==> src/hw/clock_fault_regs.svh <==
// register offsets, field positions and reset values of the clock input fault monitor
`ifndef CLOCK_FAULT_REGS_SVH
`define CLOCK_FAULT_REGS_SVH
`define REG_CTRL          8'h00
`define REG_LOS_LIMIT0    8'h10
`define REG_OOF_WINDOW    8'h24
`define REG_OOF_HYST      8'h28
`define REG_PREC_GATE     8'h2C
`define REG_PREC_NOM      8'h30
`define REG_FAST_GATE     8'h34
`define REG_FAST_NOM      8'h38
`define REG_LOL_SET0      8'h40
`define REG_LOL_CLR0      8'h50
`define REG_LOL_DELAY     8'h5C
`define REG_PPS_TRIG_THR  8'h60
`define REG_PPS_CLR_THR   8'h64
`define REG_PPS_TRIG_CNT  8'h68
`define REG_PPS_CLR_CNT   8'h6C
`define REG_INT_MASK      8'h70
`define REG_LIVE          8'h80
`define REG_STICKY        8'h84
`define CTRL_LOS_DIS_LSB  0
`define CTRL_PREC_DIS     5
`define CTRL_FAST_DIS     6
`define CTRL_KEEP_OUT     7
`define CTRL_REF_SEL_LSB  8
`define CTRL_PPS_MODE     11
`define CTRL_RST          12'h000
`define LOS_LIMIT_RST     16'h0100
`define OOF_WINDOW_RST    13'h0640
`define OOF_HYST_RST      13'h0020
`define PREC_GATE_RST     24'hF42400
`define PREC_NOM_RST      24'hF42400
`define FAST_GATE_RST     16'h03E8
`define FAST_NOM_RST      16'h03E8
`define FAST_PPM_DIV      24'h0000FA
`define LOL_SET_RST       17'h0000A
`define LOL_CLR_RST       17'h00001
`define LOL_DELAY_RST     24'h000000
`define PPS_TRIG_THR_RST  16'h0100
`define PPS_CLR_THR_RST   16'h0040
`define PPS_CNT_RST       16'h0008
`define STATUS_PPS_MASK   13'h1800
`endif

==> src/hw/clock_fault_pkg.sv <==
// types shared by the clock input fault monitor
package clock_fault_pkg;
  typedef enum logic [2:0] {REF_EXTERNAL, REF_IN0, REF_IN1, REF_IN2, REF_CRYSTAL} zero_ppm_src_t;
  typedef struct packed {
    logic        switched;
    logic [16:0] freq_err;
  } loop_report_t;
  typedef struct packed {
    logic       lol_pps;
    logic [2:0] lol_std;
    logic [3:0] frequency_out_of_range_flag;
    logic [4:0] signal_loss_flag;
  } status_t;
  typedef struct packed {
    logic [7:0]  addr;
    logic [31:0] wdata;
    logic        wr;
    logic        rd;
  } reg_req_t;
endpackage

==> src/hw/clock_input_fault_monitor.sv <==
// clock input fault monitor: signal loss, frequency range and lock loss with live and sticky status
//
// Decided for this implementation: the address-and-strobe port and the placing of the registers.
`timescale 1ns/100ps
`include "clock_fault_regs.svh"

module clock_input_fault_monitor (
  input  wire logic                          clk,
  input  wire logic                          rst,
  input  wire clock_fault_pkg::reg_req_t     req,
  output logic [31:0]                        rdata,
  input  wire logic [2:0]                    general_clock_inputs,
  input  wire logic                          external_reference_input,
  input  wire logic                          crystal_input_pair,
  input  wire clock_fault_pkg::loop_report_t loop_report [3],
  input  wire logic [15:0]                   pps_phase_err,
  output logic                               lock_lost_pin_loop_a,
  output logic                               lock_lost_pin_loop_c,
  output logic                               lock_lost_pin_loop_d,
  output logic                               lock_lost_pin_n,
  output logic                               interrupt_pin_n,
  output logic                               outputs_enable,
  output logic [2:0]                         input_usable
);
  import clock_fault_pkg::*;

  logic [4:0]  sync1_ff;
  logic [4:0]  sync2_ff;
  logic [4:0]  prev_ff;
  logic [4:0]  edge_seen;
  logic [11:0] ctrl_ff;
  logic [15:0] los_limit_ff [5];
  logic [15:0] per_cnt_ff [5];
  logic [12:0] oof_window_ff;
  logic [12:0] oof_hyst_ff;
  logic [23:0] prec_gate_ff;
  logic [23:0] prec_nom_ff;
  logic [15:0] fast_gate_ff;
  logic [15:0] fast_nom_ff;
  logic [16:0] lol_set_ff [3];
  logic [16:0] lol_clr_ff [3];
  logic [23:0] lol_delay_ff;
  logic [15:0] pps_trig_thr_ff;
  logic [15:0] pps_clr_thr_ff;
  logic [15:0] pps_trig_cnt_ff;
  logic [15:0] pps_clr_cnt_ff;
  logic [12:0] int_mask_ff;
  status_t     live;
  status_t     sticky_ff;
  logic [4:0]  los_ff;
  logic [3:0]  prec_oof_ff;
  logic [3:0]  fast_oof_ff;
  logic [2:0]  lol_std_ff;
  logic        lol_pps_ff;
  logic [23:0] lol_tmr_ff [3];
  logic [15:0] pps_run_ff;
  logic        ref_edge;
  logic [23:0] prec_ref_cnt_ff;
  logic [15:0] fast_ref_cnt_ff;
  logic        prec_end;
  logic        fast_end;
  logic [2:0]  clr_met;
  logic        pps_trig_met;
  logic        pps_clr_met;
  logic        pps_mode;
  logic [12:0] int_src;
  logic [31:0] rd_val;
  zero_ppm_src_t ref_sel;

  assign pps_mode = ctrl_ff[`CTRL_PPS_MODE];
  assign ref_sel  = zero_ppm_src_t'(ctrl_ff[`CTRL_REF_SEL_LSB +: 3]);

  // two-stage synchronisers; order general_clock_inputs, external reference, crystal
  always_ff @(posedge clk or posedge rst) begin
    if (rst) begin
      sync1_ff <= 5'h00;
      sync2_ff <= 5'h00;
      prev_ff  <= 5'h00;
    end else begin
      sync1_ff <= {crystal_input_pair, external_reference_input, general_clock_inputs};
      sync2_ff <= sync1_ff;
      prev_ff  <= sync2_ff;
    end
  end
  assign edge_seen = sync2_ff & ~prev_ff;

  // configuration registers written by software
  always_ff @(posedge clk or posedge rst) begin
    if (rst) begin
      ctrl_ff         <= `CTRL_RST;
      oof_window_ff   <= `OOF_WINDOW_RST;
      oof_hyst_ff     <= `OOF_HYST_RST;
      prec_gate_ff    <= `PREC_GATE_RST;
      prec_nom_ff     <= `PREC_NOM_RST;
      fast_gate_ff    <= `FAST_GATE_RST;
      fast_nom_ff     <= `FAST_NOM_RST;
      lol_delay_ff    <= `LOL_DELAY_RST;
      pps_trig_thr_ff <= `PPS_TRIG_THR_RST;
      pps_clr_thr_ff  <= `PPS_CLR_THR_RST;
      pps_trig_cnt_ff <= `PPS_CNT_RST;
      pps_clr_cnt_ff  <= `PPS_CNT_RST;
      int_mask_ff     <= 13'h0000;
      for (int i = 0; i < 5; i++) los_limit_ff[i] <= `LOS_LIMIT_RST;
      for (int l = 0; l < 3; l++) begin
        lol_set_ff[l] <= `LOL_SET_RST;
        lol_clr_ff[l] <= `LOL_CLR_RST;
      end
    end else if (req.wr) begin
      unique case (req.addr)
        `REG_CTRL:         ctrl_ff         <= req.wdata[11:0];
        `REG_OOF_WINDOW:   oof_window_ff   <= req.wdata[12:0];
        `REG_OOF_HYST:     oof_hyst_ff     <= req.wdata[12:0];
        `REG_PREC_GATE:    prec_gate_ff    <= req.wdata[23:0];
        `REG_PREC_NOM:     prec_nom_ff     <= req.wdata[23:0];
        `REG_FAST_GATE:    fast_gate_ff    <= req.wdata[15:0];
        `REG_FAST_NOM:     fast_nom_ff     <= req.wdata[15:0];
        `REG_LOL_DELAY:    lol_delay_ff    <= req.wdata[23:0];
        `REG_PPS_TRIG_THR: pps_trig_thr_ff <= req.wdata[15:0];
        `REG_PPS_CLR_THR:  pps_clr_thr_ff  <= req.wdata[15:0];
        `REG_PPS_TRIG_CNT: pps_trig_cnt_ff <= req.wdata[15:0];
        `REG_PPS_CLR_CNT:  pps_clr_cnt_ff  <= req.wdata[15:0];
        `REG_INT_MASK:     int_mask_ff     <= req.wdata[12:0];
        default: begin
          for (int i = 0; i < 5; i++)
            if (req.addr == 8'(`REG_LOS_LIMIT0 + 4 * i)) los_limit_ff[i] <= req.wdata[15:0];
          for (int l = 0; l < 3; l++) begin
            if (req.addr == 8'(`REG_LOL_SET0 + 4 * l)) lol_set_ff[l] <= req.wdata[16:0];
            if (req.addr == 8'(`REG_LOL_CLR0 + 4 * l)) lol_clr_ff[l] <= req.wdata[16:0];
          end
        end
      endcase
    end
  end

  // read mux; unmapped addresses read zero
  always_comb begin
    rd_val = 32'h0000_0000;
    unique case (req.addr)
      `REG_CTRL:         rd_val = {20'h00000, ctrl_ff};
      `REG_OOF_WINDOW:   rd_val = {19'h00000, oof_window_ff};
      `REG_OOF_HYST:     rd_val = {19'h00000, oof_hyst_ff};
      `REG_PREC_GATE:    rd_val = {8'h00, prec_gate_ff};
      `REG_PREC_NOM:     rd_val = {8'h00, prec_nom_ff};
      `REG_FAST_GATE:    rd_val = {16'h0000, fast_gate_ff};
      `REG_FAST_NOM:     rd_val = {16'h0000, fast_nom_ff};
      `REG_LOL_DELAY:    rd_val = {8'h00, lol_delay_ff};
      `REG_PPS_TRIG_THR: rd_val = {16'h0000, pps_trig_thr_ff};
      `REG_PPS_CLR_THR:  rd_val = {16'h0000, pps_clr_thr_ff};
      `REG_PPS_TRIG_CNT: rd_val = {16'h0000, pps_trig_cnt_ff};
      `REG_PPS_CLR_CNT:  rd_val = {16'h0000, pps_clr_cnt_ff};
      `REG_INT_MASK:     rd_val = {19'h00000, int_mask_ff};
      `REG_LIVE:         rd_val = {19'h00000, live};
      `REG_STICKY:       rd_val = {19'h00000, sticky_ff};
      default: begin
        for (int i = 0; i < 5; i++)
          if (req.addr == 8'(`REG_LOS_LIMIT0 + 4 * i)) rd_val = {16'h0000, los_limit_ff[i]};
        for (int l = 0; l < 3; l++) begin
          if (req.addr == 8'(`REG_LOL_SET0 + 4 * l)) rd_val = {15'h0000, lol_set_ff[l]};
          if (req.addr == 8'(`REG_LOL_CLR0 + 4 * l)) rd_val = {15'h0000, lol_clr_ff[l]};
        end
      end
    endcase
  end

  // read data stands only in the cycle after the strobe
  always_ff @(posedge clk or posedge rst) begin
    if (rst) rdata <= 32'h0000_0000;
    else     rdata <= req.rd ? rd_val : 32'h0000_0000;
  end

  // period timers; a limit above three nominal periods rides through gapped clocks
  for (genvar i = 0; i < 5; i++) begin : g_los
    always_ff @(posedge clk or posedge rst) begin
      if (rst) begin
        per_cnt_ff[i] <= 16'h0000;
        los_ff[i]     <= 1'b0;
      end else begin
        if (edge_seen[i]) per_cnt_ff[i] <= 16'h0000;
        else if (per_cnt_ff[i] != 16'hFFFF) per_cnt_ff[i] <= per_cnt_ff[i] + 16'h0001;
        los_ff[i] <= !ctrl_ff[`CTRL_LOS_DIS_LSB + i] && !edge_seen[i] &&
                     per_cnt_ff[i] >= los_limit_ff[i];
      end
    end
  end

  // zero-ppm reference edge picked by configuration
  always_comb begin
    unique case (ref_sel)
      REF_EXTERNAL: ref_edge = edge_seen[3];
      REF_IN0:      ref_edge = edge_seen[0];
      REF_IN1:      ref_edge = edge_seen[1];
      REF_IN2:      ref_edge = edge_seen[2];
      REF_CRYSTAL:  ref_edge = edge_seen[4];
      default:      ref_edge = edge_seen[3];
    endcase
  end

  // gate counters counted in reference edges
  assign prec_end = ref_edge && (prec_ref_cnt_ff + 24'h000001 >= prec_gate_ff);
  assign fast_end = ref_edge && (fast_ref_cnt_ff + 16'h0001 >= fast_gate_ff);
  always_ff @(posedge clk or posedge rst) begin
    if (rst) begin
      prec_ref_cnt_ff <= 24'h000000;
      fast_ref_cnt_ff <= 16'h0000;
    end else begin
      if (prec_end) prec_ref_cnt_ff <= 24'h000000;
      else if (ref_edge) prec_ref_cnt_ff <= prec_ref_cnt_ff + 24'h000001;
      if (fast_end) fast_ref_cnt_ff <= 16'h0000;
      else if (ref_edge) fast_ref_cnt_ff <= fast_ref_cnt_ff + 16'h0001;
    end
  end

  // per-channel frequency monitors: general_clock_inputs and external reference
  for (genvar c = 0; c < 4; c++) begin : g_oof
    logic [23:0] prec_cnt_ff;
    logic [15:0] fast_cnt_ff;
    logic [23:0] prec_dev;
    logic [15:0] fast_dev;
    logic [23:0] win;
    logic [23:0] low;
    assign prec_dev = (prec_cnt_ff > prec_nom_ff) ? prec_cnt_ff - prec_nom_ff : prec_nom_ff - prec_cnt_ff;
    assign fast_dev = (fast_cnt_ff > fast_nom_ff) ? fast_cnt_ff - fast_nom_ff : fast_nom_ff - fast_cnt_ff;
    assign win      = {11'h000, oof_window_ff};
    // deassert boundary saturates at zero when hysteresis exceeds the window
    assign low      = (oof_hyst_ff > oof_window_ff) ? 24'h000000 : {11'h000, oof_window_ff - oof_hyst_ff};
    always_ff @(posedge clk or posedge rst) begin
      if (rst) begin
        prec_cnt_ff    <= 24'h000000;
        fast_cnt_ff    <= 16'h0000;
        prec_oof_ff[c] <= 1'b0;
        fast_oof_ff[c] <= 1'b0;
      end else begin
        prec_cnt_ff <= prec_end ? {23'h000000, edge_seen[c]} : prec_cnt_ff + {23'h000000, edge_seen[c]};
        fast_cnt_ff <= fast_end ? {15'h0000, edge_seen[c]} : fast_cnt_ff + {15'h0000, edge_seen[c]};
        if (prec_end) begin
          if (prec_dev > win) prec_oof_ff[c] <= 1'b1;
          else if (prec_dev <= low) prec_oof_ff[c] <= 1'b0;
        end
        // one count in nominal/250 is 4000 ppm
        if (fast_end) fast_oof_ff[c] <= ({8'h00, fast_dev} * `FAST_PPM_DIV) > {8'h00, fast_nom_ff};
      end
    end
  end

  // live status word
  always_comb begin
    live.signal_loss_flag = los_ff;
    for (int c = 0; c < 4; c++)
      live.frequency_out_of_range_flag[c] = !pps_mode && ((prec_oof_ff[c] && !ctrl_ff[`CTRL_PREC_DIS]) ||
                                  (fast_oof_ff[c] && !ctrl_ff[`CTRL_FAST_DIS]));
    live.lol_std = lol_std_ff;
    live.lol_pps = lol_pps_ff;
  end

  // standard-mode lock monitors, one per loop
  for (genvar l = 0; l < 3; l++) begin : g_lol
    assign clr_met[l] = loop_report[l].freq_err < lol_clr_ff[l];
    always_ff @(posedge clk or posedge rst) begin
      if (rst) begin
        lol_std_ff[l] <= 1'b1;
        lol_tmr_ff[l] <= 24'h000000;
      end else if (loop_report[l].switched || loop_report[l].freq_err > lol_set_ff[l]) begin
        lol_std_ff[l] <= 1'b1;
        lol_tmr_ff[l] <= 24'h000000;
      end else if (lol_std_ff[l] && clr_met[l]) begin
        if (lol_tmr_ff[l] >= lol_delay_ff) lol_std_ff[l] <= 1'b0;
        else lol_tmr_ff[l] <= lol_tmr_ff[l] + 24'h000001;
      end else begin
        lol_tmr_ff[l] <= 24'h000000; // restart the delay if the clear condition drops
      end
    end
  end

  // pps lock monitor on loop d, counting consecutive cycles past a phase threshold
  assign pps_trig_met = pps_phase_err > pps_trig_thr_ff;
  assign pps_clr_met  = pps_phase_err < pps_clr_thr_ff;
  always_ff @(posedge clk or posedge rst) begin
    if (rst) begin
      lol_pps_ff <= 1'b1;
      pps_run_ff <= 16'h0000;
    end else if (!pps_mode) begin
      lol_pps_ff <= 1'b0;
      pps_run_ff <= 16'h0000;
    end else if (lol_pps_ff ? pps_clr_met : pps_trig_met) begin
      if (pps_run_ff + 16'h0001 >= (lol_pps_ff ? pps_clr_cnt_ff : pps_trig_cnt_ff)) begin
        lol_pps_ff <= !lol_pps_ff;
        pps_run_ff <= 16'h0000;
      end else begin
        pps_run_ff <= pps_run_ff + 16'h0001;
      end
    end else begin
      pps_run_ff <= 16'h0000;
    end
  end

  // sticky status, write one to clear; a new event in the clear cycle survives
  always_ff @(posedge clk or posedge rst) begin
    if (rst) sticky_ff <= status_t'(13'h0000);
    else sticky_ff <= (sticky_ff & ~((req.wr && req.addr == `REG_STICKY) ? req.wdata[12:0] : 13'h0000))
                      | live;
  end

  // interrupt sources; loop d reports nothing here in pps mode
  assign int_src = sticky_ff & int_mask_ff & ~(pps_mode ? `STATUS_PPS_MASK : 13'h0000);

  // registered pins and qualifiers
  always_ff @(posedge clk or posedge rst) begin
    if (rst) begin
      lock_lost_pin_loop_a <= 1'b0;
      lock_lost_pin_loop_c <= 1'b0;
      lock_lost_pin_loop_d <= 1'b0;
      lock_lost_pin_n      <= 1'b1;
      interrupt_pin_n      <= 1'b1;
      outputs_enable       <= 1'b0;
      input_usable         <= 3'h0;
    end else begin
      lock_lost_pin_loop_a <= !lol_std_ff[0];
      lock_lost_pin_loop_c <= !lol_std_ff[1];
      lock_lost_pin_loop_d <= pps_mode ? !lol_pps_ff : !lol_std_ff[2];
      lock_lost_pin_n      <= !(los_ff[3] || live.frequency_out_of_range_flag[3]);
      interrupt_pin_n      <= !(|int_src);
      // outputs run blind through a crystal fault only when software asks
      outputs_enable       <= !(los_ff[4] && !ctrl_ff[`CTRL_KEEP_OUT]);
      input_usable         <= ~(los_ff[2:0] | live.frequency_out_of_range_flag[2:0]);
    end
  end
endmodule // clock_input_fault_monitor

==> config.mk <==
export PLATFORM = sky130hd
export DESIGN_NAME = clock_input_fault_monitor
export DESIGN_NICKNAME = d
export VERILOG_FILES = /design/src/hw/clock_fault_pkg.sv /design/src/hw/clock_input_fault_monitor.sv
export VERILOG_INCLUDE_DIRS = /design/src /design/src/hw
export SDC_FILE = /design/constraint.sdc
export NUM_CORES = 2
export LEC_CHECK = 0
export ABC_AREA = 1
export BUFFER_PORTS_ARGS = -buffer_cell sky130_fd_sc_hd__buf_2
export CORE_ASPECT_RATIO = 1.25
export CORE_MARGIN = 2
export CORE_UTILIZATION = 44
export CTS_BUF_LIST = sky130_fd_sc_hd__clkbuf_8
export DETAILED_ROUTE_END_ITERATION = 12
export PLACE_DENSITY = 0.61
export SLEW_MARGIN = 20
export SYNTH_ARGS = -nofsm -noshare
export SYNTH_HDL_FRONTEND = slang
export SYNTH_SLANG_ARGS = --single-unit
export TNS_END_PERCENT = 50
==> constraint.sdc <==
create_clock -name clk -period 29.7 [get_ports clk]
set_clock_uncertainty 0.05 [all_clocks]
set_input_delay 4.455 -clock clk [delete_from_list [all_inputs] [get_ports clk]]
set_output_delay 4.455 -clock clk [all_outputs]
set_load 0.01 [all_outputs]
* Word-level counts from Yosys, hierarchy flattened
Index checks and enable logic that the tools add are counted.
** Word-level totals
- Output and inout port bits :: 41
- Bits in registers :: 855
- Word-level logic and storage cells :: 397
- Input bits :: 119
** Cells by class
- Reduce and logical (&&, ||, !) cells :: 110
- Bitwise logic cells :: 11
- Mux-type cells :: 82
- Equality and inequality tests :: 39
- Add/sub/neg operators :: 36
- $mul :: 4
- Order comparisons :: 40
** Operator list (count)
- 32-bit case mux with 15 select lines :: 1
- 24-bit 2-to-1 mux :: 19
- 16-bit 2-to-1 mux :: 25
- 32-bit 2-to-1 mux :: 11
- 24-bit subtractor :: 8
- 16-bit subtractor :: 8
- 16-bit by 1-bit adder with 16-bit output, second input constant :: 7
- 16-bit greater-or-equal comparator :: 7
- 24-bit by 1-bit adder with 24-bit output :: 4
- 24-bit by 1-bit adder with 24-bit output, second input constant :: 4
- 8-bit by 7-bit == test with 1-bit output, second input constant :: 12
- 24-bit greater-or-equal comparator :: 4
- 24-bit by 13-bit greater-than comparator with 1-bit output :: 4
- 24-bit by 16-bit greater-than comparator with 1-bit output :: 4
- 24-bit greater-than comparator :: 4
- 16-bit by 7-bit multiplier with 23-bit output, second input constant :: 4
- 16-bit greater-than comparator :: 5
- 16-bit != test, second input constant :: 5
- 24-bit less-or-equal comparator :: 3
- 16-bit by 1-bit adder with 16-bit output :: 4
- 8-bit by 6-bit == test with 1-bit output, second input constant :: 7
- 17-bit greater-than comparator :: 3
- 17-bit less-than comparator :: 3
- 2-bit AND reduction :: 21
- 29 further kinds :: 145

* Longest topological paths before layout
- Word-level depth :: 14
- Gate-level depth with buffers :: 46
- Mapped depth without buffers :: 44

* Worst setup path before layout
OpenSTA, ideal clock, no wires.
- Path kind :: register -> register
- Start point :: register fast_nom_ff[1]
- End point :: register fast_oof_ff[3]
- Path buffers :: 1
- Stages on the path, launching flop included :: 36
- Path slack :: 22.461 ns
- Data required time :: 29.533 ns
- Setup time :: 0.117 ns
- Clock period less this slack :: 7.239 ns
- Data arrival time :: 7.071 ns
- Path through :: dfrtp_1 -> clkbuf_1 -> inv_1 -> ha_1 -> nand2_1 -> o21ai_0 -> a21oi_1 -> xor2_1 -> o21ai_2 -> inv_1 -> nor2_1 -> inv_1 -> nand2_1 -> inv_1 -> ha_1 -> nor2_1 -> fa_1 -> fa_1 -> fa_1 -> inv_1 -> ha_1 -> a21oi_1 -> a21boi_0 -> o21ai_0 -> xor2_1 -> ha_1 -> nand4_1 -> or2_2 -> nor3_1 -> nand3_1 -> nand2_1 -> nand4_1 -> nor2_1 -> nand4_1 -> nor2_1 -> nor2_1
** Between the ends
- Cells in the longest elaborated chain, start to end :: 4
- Elaborated cells on any way between the ends :: 6
- Those cells by class :: add/sub (2); mul (1); order compare (2); mux (1)
** RTL lines
- start: declaration :: RTL line clock_input_fault_monitor.sv:39 : logic [15:0] fast_nom_ff;
- start signal: assignment :: RTL line clock_input_fault_monitor.sv:96 : fast_nom_ff <= `FAST_NOM_RST;
- start signal: assignment :: RTL line clock_input_fault_monitor.sv:116 : `REG_FAST_NOM: fast_nom_ff <= req.wdata[15:0];
- 16-bit subtractor or 16-bit greater-than comparator (tied branches) :: RTL line clock_input_fault_monitor.sv:222 : assign fast_dev = (fast_cnt_ff > fast_nom_ff) ? fast_cnt_ff - fast_nom_ff : fast_nom_ff - fast_cnt_ff;
- 16-bit 2-to-1 mux :: RTL line clock_input_fault_monitor.sv:222
- 16-bit by 7-bit multiplier with 23-bit output (no source line)
- 24-bit by 16-bit greater-than comparator with 1-bit output (*) :: RTL line clock_input_fault_monitor.sv:240 : if (fast_end) fast_oof_ff[c] <= ({8'h00, fast_dev} * `FAST_PPM_DIV) > {8'h00, fast_nom_ff};
- end signal: indexed assignment :: RTL line clock_input_fault_monitor.sv:240
- end: declaration :: RTL line clock_input_fault_monitor.sv:52 : logic [3:0] fast_oof_ff;
Mark *: on every way between the ends. The rest lies on a longest branch, timed or not.
A chain may end at the register's enable or synchronous reset.

* Worst setup path in the final report
- Start point :: register fast_nom_ff[2]
- End point :: register fast_oof_ff[1]
Same word-level chain as after synthesis.

==> summary.md <==
| Metric | Value |
|---|---|
| Global-route wire length before repair | `430000 um` |
| Register clock-pin slew on the reported worst setup and hold paths | `0.06 ns` |
| Area share of the leading cell type in the synthesized netlist | `0.245` |
| Final worst-path cycle share | `0.318` |
| GR Layer Usage met3 | `0.0383` |
| Placement row count | `176` |
| Cts bufs inserted | `153` |
| Critical Path AT | `10.12 ns` |
| # setup viols final | `0` |
| H-tree levels | `4` |
| Top cells by area in the synthesized netlist | `sky130_fd_sc_hd__dfrtp_1, sky130_fd_sc_hd__ha_1, sky130_fd_sc_hd__nand2_1` |
| Count of buffers inserted at the top-level ports | `143` |
| Average detailed-routed wire length per instance | `19.9 um` |
| Initial Util | `0.442` |
| Count of synthesis-stage warnings from yosys | `0` |
| Met2 track demand over resource | `0.495` |
| Core ar. | `0.184 sq mm` |
| Final min period | `9.45 ns` |
| Routed WL | `280000 um` |
| Residual overflow from global routing | `0` |
| Worst-margin pin slew | `1.13 ns` |
| Data required time at the worst endpoint | `30.37 ns` |
| Maximum clock frequency | `106 MHz` |
| Slowest stage delay, CP | `0.65 ns` |
| Total Nets Final | `12939` |
| Crit-path max FO | `22` |
| Layout Area Growth over Synthesis | `7.93%` |
| GRT Max-Usage Layer | `met2` |
| Worst Hold Class | `register to register` |
| Classification of the worst setup path | `register to register` |
| Io pins | `160` |
| Dominant synthesized flop cell | `sky130_fd_sc_hd__dfrtp_1` |
| Async set-reset flop share out of synthesis | `1.00` |
| Setup crit start kind | `register` |
| Via count of the first global-routing pass | `75432` |
| Width of the die | `388 um` |
| Count of state elements after synthesis | `847` |
| HPWL after DPL | `221000 um` |
| Count of TritonRoute iterations in the first routing pass | `7` |
| Clock tree from TritonCTS | `built` |
| Most area-hungry cell type in the Yosys netlist | `sky130_fd_sc_hd__dfrtp_1` |
| Crit-path most repeated cell | `sky130_fd_sc_hd__nand2_1` |
| Kind of end point of the critical path | `register` |
| Drt drc | `0` |
| Syn avg cell area | `7.08 sq um` |
| Unrepaired setup endpoints after global routing | `false` |
| Skew-Pair Late Insertion Delay | `0.92 ns` |
| Number of flops mapped to enable cells by yosys | `0` |
| Met1 usage in global routing | `0.363` |
| Hold buffer count at cts | `0` |
| Result of the run | `complete, no violations` |
| Maximum number of pins on one net before global-route repair | `152` |
| Via count of the routed design | `76799` |
| Number of design-rule violations left by the first detailed-router iteration | `5883` |
| Headroom to the max-slew limit | `0.242` |
| CTS Root Buffer Type | `sky130_fd_sc_hd__clkbuf_8` |
| Number of standard cells after synthesis | `11455` |
| Routed vias/inst | `5.45` |
| Clock tree sinks | `847` |
| Setup Fix Bufs, Post-CTS | `0` |
| Count of distinct cell types in the synthesized netlist | `63` |
| Maximum capacitance violations | `0` |
| CP max-delay cell | `sky130_fd_sc_hd__dfrtp_1` |
| Number of buffers on the longest clock path | `3` |
| Pins Over Slew Limit | `0` |
| Antenna violations before repair | `7` |
| PostCTS Resize Cnt | `0` |
| Antenna-violating nets left | `0` |
| Summed instance area of the synthesized netlist | `0.0811 sq mm` |
| Proportion of layout cells with a drive suffix above 1 | `0.0490` |
| Overall global routing resource usage | `0.293` |
| Number of inserted filler cells in the final layout | `19023` |
| Sequential fraction of the synthesis area | `0.262` |
| Final Wtd Congestion | `0.958` |
| Vertical die dimension | `484 um` |
| Overall die area | `0.188 sq mm` |
| Number of hold-slack violations in the final timing report | `0` |
| Setup TNS | `0 ns` |
## synth_stat cells (14+ instances only)
| master | count |
|---|---|
| sky130_fd_sc_hd__a21o_1 | 39 |
| sky130_fd_sc_hd__o31ai_1 | 22 |
| sky130_fd_sc_hd__o21bai_1 | 54 |
| sky130_fd_sc_hd__buf_2 | 65 |
| sky130_fd_sc_hd__xor2_1 | 291 |
| sky130_fd_sc_hd__or2_2 | 23 |
| sky130_fd_sc_hd__nand2_1 | 2785 |
| sky130_fd_sc_hd__a21boi_0 | 27 |
| sky130_fd_sc_hd__nand4_1 | 150 |
| sky130_fd_sc_hd__nand3b_1 | 15 |
| sky130_fd_sc_hd__o2111ai_1 | 30 |
| sky130_fd_sc_hd__nand3_1 | 439 |
| sky130_fd_sc_hd__inv_2 | 14 |
| sky130_fd_sc_hd__o21ai_0 | 822 |
| sky130_fd_sc_hd__a221oi_1 | 26 |
| sky130_fd_sc_hd__o22ai_1 | 98 |
| sky130_fd_sc_hd__nor3_1 | 241 |
| sky130_fd_sc_hd__xnor2_1 | 80 |
| sky130_fd_sc_hd__buf_4 | 16 |
| sky130_fd_sc_hd__a21oi_1 | 779 |
| sky130_fd_sc_hd__o21a_1 | 22 |
| sky130_fd_sc_hd__fa_1 | 193 |
| sky130_fd_sc_hd__inv_1 | 1919 |
| sky130_fd_sc_hd__nor2_1 | 852 |
| sky130_fd_sc_hd__nor4_1 | 57 |
| sky130_fd_sc_hd__o221ai_1 | 15 |
| sky130_fd_sc_hd__o21ai_1 | 84 |
| sky130_fd_sc_hd__dfstp_2 | 54 |
| sky130_fd_sc_hd__a211oi_1 | 36 |
| sky130_fd_sc_hd__dfrtp_1 | 793 |
| sky130_fd_sc_hd__ha_1 | 1054 |
| sky130_fd_sc_hd__nor3b_1 | 23 |
| sky130_fd_sc_hd__clkbuf_1 | 152 |
| sky130_fd_sc_hd__o211ai_1 | 30 |
| sky130_fd_sc_hd__a31oi_1 | 31 |
## state kept, by name, summed over array words and instances (netlist names), 51 cells and up
register	count
lol_clr_ff	51
lol_tmr_ff	72
los_limit_ff	80
per_cnt_ff	80
g_oof.prec_cnt_ff	96
g_oof.fast_cnt_ff	64
lol_set_ff	51
## placed cells by master, fill, tap and decap left out, types with 23 or more instances in the layout
| cell type | n |
|---|---|
| sky130_fd_sc_hd__nor3_1 | 241 |
| sky130_fd_sc_hd__o22ai_1 | 98 |
| sky130_fd_sc_hd__a31oi_1 | 31 |
| sky130_fd_sc_hd__nor2_1 | 852 |
| sky130_fd_sc_hd__nand4_1 | 150 |
| sky130_fd_sc_hd__ha_1 | 1054 |
| sky130_fd_sc_hd__a221oi_1 | 26 |
| sky130_fd_sc_hd__o211ai_1 | 30 |
| sky130_fd_sc_hd__or2_2 | 23 |
| sky130_fd_sc_hd__inv_1 | 1966 |
| sky130_fd_sc_hd__a211oi_1 | 36 |
| sky130_fd_sc_hd__a21boi_0 | 27 |
| sky130_fd_sc_hd__nand2_1 | 2785 |
| sky130_fd_sc_hd__buf_4 | 61 |
| sky130_fd_sc_hd__dfrtp_1 | 793 |
| sky130_fd_sc_hd__dfstp_2 | 54 |
| sky130_fd_sc_hd__o21ai_0 | 821 |
| sky130_fd_sc_hd__a21oi_1 | 779 |
| sky130_fd_sc_hd__o21bai_1 | 54 |
| sky130_fd_sc_hd__a21o_1 | 39 |
| sky130_fd_sc_hd__clkbuf_8 | 183 |
| sky130_fd_sc_hd__fa_1 | 193 |
| sky130_fd_sc_hd__nand3_1 | 439 |
| sky130_fd_sc_hd__nor3b_1 | 23 |
| sky130_fd_sc_hd__xor2_1 | 291 |
| sky130_fd_sc_hd__o2111ai_1 | 30 |
| sky130_fd_sc_hd__buf_2 | 143 |
| sky130_fd_sc_hd__o21ai_1 | 85 |
| sky130_fd_sc_hd__nor4_1 | 57 |
| sky130_fd_sc_hd__xnor2_1 | 80 |
## critical path: cells and delay by family (launching register included)
family          cells  cell delay, ns
buf+inv             3            0.60
compound gates      8            2.11
fa+ha+maj           6            2.73
flops               1            0.65
simple gates       18            2.77
xor+xnor            2            0.37
## per-layer routing
metal | wire length (um) | vias to the layer above
met5 | 23 | -
li1 | - | 37504
met2 | 132000 | 2334
met1 | 116000 | 36307
met3 | 15800 | 650
met4 | 17100 | 4
## through the flow
| step | util | instances | area [sq um] | setup slack [ns] | hold WS [ns] |
|---|---|---|---|---|---|
| 2_1_floorplan | - | 11462 | 81100 | 1.49 | 0.281 |
| 3_3_place_gp | 0.459 | 13820 | 84300 | 20.29 | 0.287 |
| 3_5_place_dp | 0.459 | 13820 | 84300 | 20.25 | 0.286 |
| 4_1_cts | 0.477 | 14099 | 87500 | 20.23 | 0.300 |
| 5_1_grt | 0.477 | 14101 | 87500 | 19.38 | 0.303 |
| 6_report | 0.477 | 14102 | 87500 | 20.25 | 0.298 |
## area by class of cell
cell class	instances	area (sq um)	area share
well taps	2403	3010	0.0343
flip-flops and latches	847	21300	0.243
clock inverters	96	734	0.00839
multi-input cells	8424	51500	0.588
diodes	2	5.00	0.0000572
repair buffers	207	1220	0.0139
clock buffers	183	2520	0.0288
inverters	1940	7290	0.0833
## final timing paths
kind                                start                        to  slack, ns  cells past startpoint
setup / recovery           fast_nom_ff[2]            fast_oof_ff[1]      20.25                     37
hold / removal                sync1_ff[3]               sync2_ff[3]       0.30                      0
setup reg to reg           fast_nom_ff[2]            fast_oof_ff[1]      20.25                     37
hold reg to reg               sync1_ff[3]               sync2_ff[3]       0.30                      0
max in group asynchronous             rst  g_oof[3].prec_cnt_ff[11]      22.03                      6
min in group asynchronous             rst                  rdata[9]       3.68                      2
## cells by family (layout without fill, tap and decap cells)
family / count (synthesis) / count (layout) / share of synthesized area
fa+ha+maj: 1247 / 1247 / 0.210
xor+xnor: 371 / 371 / 0.0401
buf+inv: 2191 / 2426 / 0.103
compound gates: 2155 / 2155 / 0.147
other cells: 1 / 10 / 0.0000462
mux: 13 / 13 / 0.00160
flops: 847 / 847 / 0.262
simple gates: 4630 / 4630 / 0.235
Power is not shown: default switching activity piles up to over one toggle a cycle in this logic, so the estimate is an artifact.
